--- src/design/scdt_pkg.sv ---
`default_nettype none
package scdt_pkg;
  localparam logic [7:0] ESC_BYTE = 8'h0F;
  localparam logic [7:0] OP_SGE = 8'h9D;
  localparam logic [7:0] OP_SGT = 8'h9F;
  localparam logic [7:0] OP_NO = 8'h91;
  localparam logic [7:0] OP_PO = 8'h9B;
  localparam logic [7:0] OP_NS = 8'h99;
  localparam logic [7:0] OP_OV = 8'h90;
  localparam logic [7:0] OP_PE = 8'h9A;
  localparam logic [7:0] OP_SG = 8'h98;
  localparam logic [7:0] OP_DT = 8'h01;
  localparam logic [2:0] REG_SEL = 3'h0;
  localparam logic [1:0] MOD_REG = 2'h3;
  localparam logic [3:0] CLK_SETCC = 4'h2;
  localparam logic [3:0] CLK_STORE_DT = 4'h6;
  // busy count at which the instruction completes
  localparam logic [3:0] CNT_FINAL = 4'h2;
  localparam int MODRM_MOD_HI = 7;
  localparam int MODRM_MOD_LO = 6;
  localparam int MODRM_REG_HI = 5;
  localparam int MODRM_REG_LO = 3;
  localparam int MODRM_RM_HI = 2;
  localparam int MODRM_RM_LO = 0;

  typedef enum logic [3:0] {
    SCDT_OP_NONE = 4'h0,
    SCDT_OP_SET_IF_SIGNED_GE = 4'h1,
    SCDT_OP_SET_IF_SIGNED_GREATER = 4'h2,
    SCDT_OP_SET_IF_NO_OVERFLOW = 4'h3,
    SCDT_OP_SET_IF_ODD_PARITY = 4'h4,
    SCDT_OP_SET_IF_SIGN_CLEAR = 4'h5,
    SCDT_OP_SET_IF_OVERFLOW = 4'h6,
    SCDT_OP_SET_IF_EVEN_PARITY = 4'h7,
    SCDT_OP_SET_IF_SIGN_FLAG = 4'h8,
    SCDT_OP_STORE_GLOBAL_DT = 4'h9
  } scdt_op_t;

  typedef enum logic [1:0] {
    SCDT_IDLE = 2'h0,
    SCDT_BUSY = 2'h1
  } scdt_state_t;

  typedef struct packed {
    logic [7:0] opcode;
    logic [7:0] modrm;
  } scdt_insn_t;

  typedef struct packed {
    logic of;
    logic sf;
    logic zf;
    logic pf;
  } scdt_flags_t;

  typedef struct packed {
    logic valid;
    logic is_mem;
    logic [2:0] rm;
    logic [7:0] value;
  } scdt_wr_t;
endpackage
`default_nettype wire

--- src/design/scdt_decode.sv ---
// Summary of operation
// - 0F 9D reg 000 set_if_sign_flag byte if signed greater or equal, 2 clocks.
// - 0F 9F reg 000 set_if_sign_flag byte if signed greater, 2 clocks.
// - 0F 91 reg 000 set_if_sign_flag byte if overflow clear, 2 clocks.
// - 0F 9B set_if_sign_flag byte if parity flag clear, 2 clocks.
// - 0F 99 set_if_sign_flag byte if sign flag clear, 2 clocks.
// - 0F 90 set_if_sign_flag byte if overflow flag set, 2 clocks.
// - 0F 9A set_if_sign_flag byte if parity flag set, 2 clocks.
// - 0F 98 set_if_sign_flag byte if sign flag set, 2 clocks.
// - 0F 01 reg 000 stores descriptor table register, 6 clocks, any case.
`default_nettype none
module scdt_decode
  import scdt_pkg::*;
(
  input wire logic mclk,
  input wire logic sys_rst,
  input wire logic insn_valid,
  input wire scdt_pkg::scdt_insn_t insn,
  input wire scdt_pkg::scdt_flags_t flags,
  output logic insn_ready,
  output scdt_pkg::scdt_op_t op_q,
  output logic illegal_q,
  output scdt_pkg::scdt_wr_t wr_q,
  output logic global_descriptor_table_store_q,
  output logic done_q
);
  import scdt_pkg::*;

  scdt_state_t state_q;
  scdt_state_t state_d;
  scdt_op_t op_d;
  scdt_op_t dec_op;
  logic [3:0] cnt_q;
  logic [3:0] cnt_d;
  logic illegal_d;
  logic cond;
  logic global_descriptor_table_store_d;
  logic done_d;
  logic ready_q;
  logic ready_d;
  logic take;
  logic refuse;
  logic finish;
  scdt_wr_t wr_d;
  logic [1:0] md;
  logic [2:0] rg;

  assign md = insn.modrm[MODRM_MOD_HI:MODRM_MOD_LO];
  assign rg = insn.modrm[MODRM_REG_HI:MODRM_REG_LO];
  assign insn_ready = ready_q;

  // escape byte is consumed upstream; opcode is the second byte
  always_comb begin
    dec_op = SCDT_OP_NONE;
    if (rg == REG_SEL) begin
      case (insn.opcode)
        OP_SGE: dec_op = SCDT_OP_SET_IF_SIGNED_GE;
        OP_SGT: dec_op = SCDT_OP_SET_IF_SIGNED_GREATER;
        OP_NO: dec_op = SCDT_OP_SET_IF_NO_OVERFLOW;
        OP_PO: dec_op = SCDT_OP_SET_IF_ODD_PARITY;
        OP_NS: dec_op = SCDT_OP_SET_IF_SIGN_CLEAR;
        OP_OV: dec_op = SCDT_OP_SET_IF_OVERFLOW;
        OP_PE: dec_op = SCDT_OP_SET_IF_EVEN_PARITY;
        OP_SG: dec_op = SCDT_OP_SET_IF_SIGN_FLAG;
        OP_DT: dec_op = SCDT_OP_STORE_GLOBAL_DT;
        default: dec_op = SCDT_OP_NONE;
      endcase
    end
  end

  always_comb begin
    case (op_q)
      SCDT_OP_SET_IF_SIGNED_GE: cond = (flags.sf == flags.of);
      SCDT_OP_SET_IF_SIGNED_GREATER: cond = !flags.zf && (flags.sf == flags.of);
      SCDT_OP_SET_IF_NO_OVERFLOW: cond = !flags.of;
      SCDT_OP_SET_IF_ODD_PARITY: cond = !flags.pf;
      SCDT_OP_SET_IF_SIGN_CLEAR: cond = !flags.sf;
      SCDT_OP_SET_IF_OVERFLOW: cond = flags.of;
      SCDT_OP_SET_IF_EVEN_PARITY: cond = flags.pf;
      SCDT_OP_SET_IF_SIGN_FLAG: cond = flags.sf;
      default: cond = 1'b0;
    endcase
  end

  // take and finish are shared by the control and the result group
  assign take = (state_q == SCDT_IDLE) && insn_valid && ready_q && (dec_op != SCDT_OP_NONE);
  // refused words never leave idle, so they may come back to back
  assign refuse = (state_q == SCDT_IDLE) && insn_valid && ready_q && (dec_op == SCDT_OP_NONE);
  assign finish = (state_q == SCDT_BUSY) && (cnt_q == CNT_FINAL);

  always_comb begin
    state_d = state_q;
    cnt_d = cnt_q;
    ready_d = ready_q;
    op_d = op_q;
    case (state_q)
      SCDT_IDLE: begin
        if (take) begin
          state_d = SCDT_BUSY;
          ready_d = 1'b0;
          op_d = dec_op;
          // same count for hit, miss and both modes, so no cache input needed
          cnt_d = (dec_op == SCDT_OP_STORE_GLOBAL_DT) ? CLK_STORE_DT : CLK_SETCC;
        end
      end
      SCDT_BUSY: begin
        cnt_d = cnt_q - 4'h1;
        if (finish) begin
          state_d = SCDT_IDLE;
          ready_d = 1'b1;
          op_d = SCDT_OP_NONE;
        end
      end
      default: begin
        state_d = SCDT_IDLE;
        ready_d = 1'b1;
        op_d = SCDT_OP_NONE;
      end
    endcase
  end

  always_comb begin
    illegal_d = refuse;
    done_d = finish;
    global_descriptor_table_store_d = finish && (op_q == SCDT_OP_STORE_GLOBAL_DT);
    wr_d = wr_q;
    wr_d.valid = 1'b0;
    if (take) begin
      wr_d.is_mem = (md != MOD_REG);
      wr_d.rm = insn.modrm[MODRM_RM_HI:MODRM_RM_LO];
    end
    if (finish && (op_q != SCDT_OP_STORE_GLOBAL_DT)) begin
      // flags read in the last busy clock; the block never writes them
      wr_d.valid = 1'b1;
      wr_d.value = {7'h00, cond};
    end
  end

  always_ff @(posedge mclk) begin
    if (sys_rst) begin
      state_q <= SCDT_IDLE;
    end else begin
      state_q <= state_d;
    end
  end

  always_ff @(posedge mclk) begin
    if (sys_rst) begin
      op_q <= SCDT_OP_NONE;
    end else begin
      op_q <= op_d;
    end
  end

  always_ff @(posedge mclk) begin
    if (sys_rst) begin
      cnt_q <= 4'h0;
    end else begin
      cnt_q <= cnt_d;
    end
  end

  always_ff @(posedge mclk) begin
    if (sys_rst) begin
      ready_q <= 1'b1;
    end else begin
      ready_q <= ready_d;
    end
  end

  always_ff @(posedge mclk) begin
    if (sys_rst) begin
      illegal_q <= 1'b0;
    end else begin
      illegal_q <= illegal_d;
    end
  end

  always_ff @(posedge mclk) begin
    if (sys_rst) begin
      done_q <= 1'b0;
    end else begin
      done_q <= done_d;
    end
  end

  always_ff @(posedge mclk) begin
    if (sys_rst) begin
      global_descriptor_table_store_q <= 1'b0;
    end else begin
      global_descriptor_table_store_q <= global_descriptor_table_store_d;
    end
  end

  // destination fields hold after the pulse so a slow consumer can still read them
  always_ff @(posedge mclk) begin
    if (sys_rst) begin
      wr_q <= '0;
    end else begin
      wr_q <= wr_d;
    end
  end
endmodule
`default_nettype wire

--- config.mk ---
export PLATFORM = sky130hd
export DESIGN_NAME = scdt_decode
export DESIGN_NICKNAME = d
export VERILOG_FILES = /design/src/design/scdt_pkg.sv /design/src/design/scdt_decode.sv
export SDC_FILE = /design/constraint.sdc
export NUM_CORES = 1
export LEC_CHECK = 0
export ABC_AREA = 1
export BUFFER_PORTS_ARGS = -buffer_cell sky130_fd_sc_hd__buf_4
export CAP_MARGIN = 20
export CORE_ASPECT_RATIO = 1.2
export CORE_MARGIN = 4
export CORE_UTILIZATION = 52
export DETAILED_ROUTE_END_ITERATION = 16
export GPL_TIMING_DRIVEN = 1
export MAX_ROUTING_LAYER = met4
export PLACE_DENSITY_LB_ADDON = 0.08
export SYNTH_ARGS = -nofsm -noshare
export SYNTH_HDL_FRONTEND = slang
export SYNTH_SLANG_ARGS = --single-unit
export TNS_END_PERCENT = 100
--- constraint.sdc ---
create_clock -name mclk -period 3.2 [get_ports mclk]
set_clock_uncertainty 0.1 [all_clocks]
set_input_delay 0.16 -clock mclk [delete_from_list [all_inputs] [get_ports mclk]]
set_output_delay 0.16 -clock mclk [all_outputs]
set_load 0.01 [all_outputs]
After elaboration in Yosys (flattened, before gate mapping). Index checks and enable logic that the tools add are counted.

Input bits: 23. Output and inout port bits: 21. Register bits after elaboration: 20. Word-level logic and storage cells: 73.

Reduce and logical (&&, ||, !) cells: 19. Mux-type cells: 16. Add/subtract/negate cells: 1. Equal/unequal tests: 26.

Operators by type and width (count): == test 8 bit (second input constant) (8); case mux 4 bit (9 select lines) (1); == test 4 x 3 -> 1 bit (second input constant) (4); two-way mux 4 bit (4); case mux 4 bit (2 select lines) (2); == test 4 x 2 -> 1 bit (second input constant) (3); == test 4 bit (second input constant) (3); == test 8 x 1 -> 1 bit (second input constant) (1); logical AND 1 bit (8); case mux 1 bit (8 select lines) (1); inequality test 2 bit (second input constant) (3); == test 4 x 1 -> 1 bit (second input constant) (1); zero test 1 bit (4); zero test 4 bit (1); two-way mux 2 bit (2); inequality test 4 bit (second input constant) (1); case mux 2 bit (2 select lines) (1); AND reduction 2 bit (2); nonzero test 4 bit (1); subtractor 4 x 1 -> 4 bit (second input constant) (1); zero test 3 bit (1); two-way mux 1 bit (3); two-way mux 3 bit (1); == test 2 x 1 -> 1 bit (second input constant) (1); 4 further kinds (4).

Logic depth before layout (Yosys ltp).
Depth after elaboration: 7. Gate-level depth with buffers: 12. Mapped depth without buffers: 12.

Least setup slack after synthesis. Ideal clock, no wire load.

Path kind: register to register. Start point: register state_q[0]. End point: register op_q[0]. Stages on the path, launching flop included: 8. Setup time: 0.131 ns. Path buffers: 1. Path slack: 1.925 ns. Required time: 2.969 ns. Period minus slack after synthesis: 1.275 ns. Arrival: 1.045 ns. Path through: dfxtp_1 > inv_1 > nand3_1 > inv_1 > nand3_4 > buf_6 > nand3_1 > a21oi_2.

Longest elaborated chain between the ends: 6. Elaborated cells on any way between the ends: 10. Those cells by class: eq/ne (3); mux (1); reduce/logical (6).

RTL lines: start, declared (line scdt_decode.sv:29) `scdt_state_t state_q;`; start signal, assigned (line scdt_decode.sv:143) `state_q <= state_d;`; zero test 2 bit (line scdt_decode.sv:86, scdt_decode.sv:96); logical AND 1 bit (3 in series) (line scdt_decode.sv:86) `assign take = (state_q == SCDT_IDLE) && insn_valid && ready_q && (dec_op != SCDT_OP_NONE);`; inequality test 2 bit (no source line); AND reduction 2 bit (no source line); end signal, assigned (line scdt_decode.sv:151) `op_q <= op_d;`; end, declared (line scdt_decode.sv:21) `output scdt_pkg::scdt_op_t op_q,`.

Several ways; a longest one is shown, not always the timed one. A chain may end at the register's enable or synchronous reset.

Worst setup path in the final report.
Start point: register state_q[0]. End point: register cnt_q[2].

Longest elaborated chain between the ends: 6. Elaborated cells on any way between the ends: 9. Those cells by class: eq/ne (2); mux (1); reduce/logical (6).

RTL lines: zero test 2 bit (line scdt_decode.sv:86, scdt_decode.sv:96); logical AND 1 bit (3 in series) (line scdt_decode.sv:86); inequality test 2 bit (no source line); AND reduction 2 bit (no source line); end signal, assigned (line scdt_decode.sv:159) `cnt_q <= cnt_d;`; end, declared (line scdt_decode.sv:33) `logic [3:0] cnt_q;`.

Several ways; a longest one is shown, not always the timed one.

==> flow_summary.json <==
{
  "crit_path_max_fanout": 12,
  "die_x_extent_um": 50.93,
  "drt_iter0_drc": 38,
  "avgSynthCellArea_um2": 6.685,
  "io_pins": 44,
  "synthFlopType": "dfxtp_1",
  "fin_tns_setup_ns": 0,
  "ir_drop_mv": 0.3182,
  "syn_inst": 172,
  "rsz0062_at_grt": "no",
  "timing.reg2reg.worst_path_depth": 8,
  "drt-vias-per-instance": 4.861,
  "final.min_clock_period_ns": 1.540,
  "wirelength_um": 2458,
  "initial_utilization_pct": 54.90,
  "design.die.area_um2": 3031,
  "maximum_number_of_pins_on_one_net_before_global_route_repair": 15,
  "post_synth_main_area_contributors": "dfxtp_1 33%, nand2_1 14%, nor2_1 7.2%",
  "floorplan.rows": 18,
  "hold_path_depth": 2,
  "synthesis.area_um2": 1150,
  "seqCellArea_um2": 380.4,
  "drc_markers": 0,
  "pwr_density_cell_nw_per_um2": 290.7,
  "setup_viol": 0,
  "async_reset_ff_share_pct": 0,
  "worstReg2RegStart": "state_q[0]$_SDFFE_PP0P_",
  "core_region_area_um2": 2095,
  "synth.yosys.warnings": 0,
  "outcome": "complete, no violations",
  "slew_violations": 0,
  "timing.critical_path.from_type": "register",
  "vias": 1157,
  "count_of_inserted_antenna_diode_cells": 0,
  "layout_commonest_cell": "nand2_1",
  "rrSetupSlack_ns": 1.66,
  "worstHoldPathType": "in2reg",
  "clk_pin_slew_worst_paths_ns": 0.10,
  "clk_latency_ns": 0.29,
  "wl_per_cell_um": 10.33,
  "hold_slack_ns": 0.02530,
  "tightest_slew_ns": 0.7270,
  "syn_to_final_growth_pct": 24.70,
  "ys_seq_elements": 19,
  "grt_pass1_vias": 1020,
  "synth_cell_type_count": 31,
  "hpwl_um": 1963,
  "worst-setup-path-type": "reg2reg",
  "netlist.area_leader.share_pct": 33.08,
  "place.port_buffers": 36,
  "layout-drive-gt1-share_pct": 24.52,
  "cp.arrival_ns": 1.64,
  "hold_viol": 0,
  "drtAntennaViolNets": 0,
  "post_cts_resize_count": 0,
  "slew_headroom_pct": 51.27,
  "num-nets-final": 234,
  "cts_tree": "yes",
  "holdBufCountCts": 0,
  "hold_start": "sys_rst",
  "yosysSeqAreaShare_pct": 33.08,
  "tritoncts_num_sinks": 19,
  "maximum_root_to_sink_buffer_count": 2,
  "post-route-period-util_pct": 48.13,
  "die_height_um": 59.51,
  "cp_data_required_time_ns": 3.30,
  "synth_enable_flop_cells": 0,
  "clock-root-buffer": "clkbuf_4",
  "cts.htree.levels": 1,
  "wire_length_of_the_first_global_routing_pass_um": 4091,
  "final_cells": 238,
  "final.fill_count": 187,
  "hold-path-endpoint": "op_q[0]$_SDFFE_PP0P_",
  "grtUsageTotal_pct": 18.17,
  "drt_first_pass_iters": 4,
  "critical_path.endpoint_type": "register",
  "placed_cells_incl_taps": 234,
  "regToRegEndpoint": "cnt_q[2]$_SDFFE_PP0P_",
  "static-leakage-power_uw": 0.0007301,
  "overflow": 0,
  "synth_largest_area_cell": "dfxtp_1",
  "finalWeightedCongestion": 0.7896,
  "number_of_clock_buffers_inserted_by_tritoncts": 3,
  "max_cap_violations": 0,
  "most-common-layout-cells": "42 x nand2_1, 36 x buf_4, 22 x nor2_1",
  "cts_post_setup_buffers_inserted": 0,
  "achievable-frequency_mhz": 649.3,
  "grt_antenna_before_repair": 0,
  "multi_input_area_um2": 633.1
}
[worst max path at each step]
stage	start	to	slack (ns)
after detailed placement	insn[4]	cnt_q[2]$_SDFFE_PP0P_	1.49
after CTS	state_q[0]$_SDFFE_PP0P_	cnt_q[2]$_SDFFE_PP0P_	1.66
after global placement	insn[4]	cnt_q[2]$_SDFFE_PP0P_	1.55
after global routing	state_q[0]$_SDFFE_PP0P_	cnt_q[2]$_SDFFE_PP0P_	1.52
final	state_q[0]$_SDFFE_PP0P_	cnt_q[2]$_SDFFE_PP0P_	1.66
after floorplan	state_q[0]$_SDFFE_PP0P_	op_q[0]$_SDFFE_PP0P_	1.92
[layer usage]
layer / global-route usage, % / wire length [um]
met3: 3.778 / 154
met5: - / 0
met2: 31.49 / 1256
met4: 5.769 / 21
met1: 20.81 / 1026
[cells in the mapped netlist, types with 2 or more instances]
| master | n |
|---|---|
| nand3_1 | 9 |
| nand4_1 | 9 |
| buf_4 | 7 |
| nor3_1 | 2 |
| dfxtp_1 | 19 |
| nand2_1 | 42 |
| ha_1 | 2 |
| nor2_1 | 22 |
| o21ai_0 | 7 |
| inv_2 | 3 |
| a21oi_1 | 11 |
| inv_1 | 20 |
[power by group]
part / switching [uW] / internal (uW)
Sequential: 0.506 / 237
Clock: 72.4 / 48.5
Combinational: 31.9 / 26.0
Total: 105 / 312
[stage by stage]
stage	utilization, %	instance area [um2]	setup slack [ns]	power, uW
floorplan	-	1172	1.925	278.0
global placement	67.20	1408	1.549	299.3
detailed placement	67.20	1408	1.491	300.9
CTS	68.46	1434	1.662	419.6
global route	68.46	1434	1.520	436.1
finish	68.46	1434	1.660	416.8
[logic make-up (layout without fill, tap and decap cells)]
group,after synthesis,after routing,synth area share (%)
fa+ha+maj,2,2,2.176
flops,19,19,33.08
simple gates,93,93,38.52
other cells,1,7,0.3261
buf+inv,33,63,13.82
xor+xnor,1,1,0.7618
compound gates,23,23,11.32
[area by class of cell]
type | count | area share, %
Clock buffer | 4 | 1.832
Tap cell | 30 | 2.618
Timing Repair Buffer | 36 | 18.85
Multi-Input combinational cell | 126 | 44.15
Inverter | 23 | 6.021
Sequential cell | 19 | 26.53
[state kept, by name, indices dropped and copies added, names as in the netlist]
| signal | cells |
|---|---|
| cnt_q | 4 |
| wr_q | 6 |
| op_q | 4 |
| state_q | 1 |
| done_q | 1 |
| global_descriptor_table_store_q | 1 |
| illegal_q | 1 |
| insn_ready | 1 |
[critical path: stages, from the launching register on]
cell and delay, ns:
dfxtp_1 0.38, inv_1 0.11, nand3_1 0.09, inv_1 0.23, nand3_4 0.19, nand2_1 0.20, nand2_1 0.06, nand2_1 0.06
nor2_1 0.04
No activity file was read; power rests on OpenSTA's default activity.
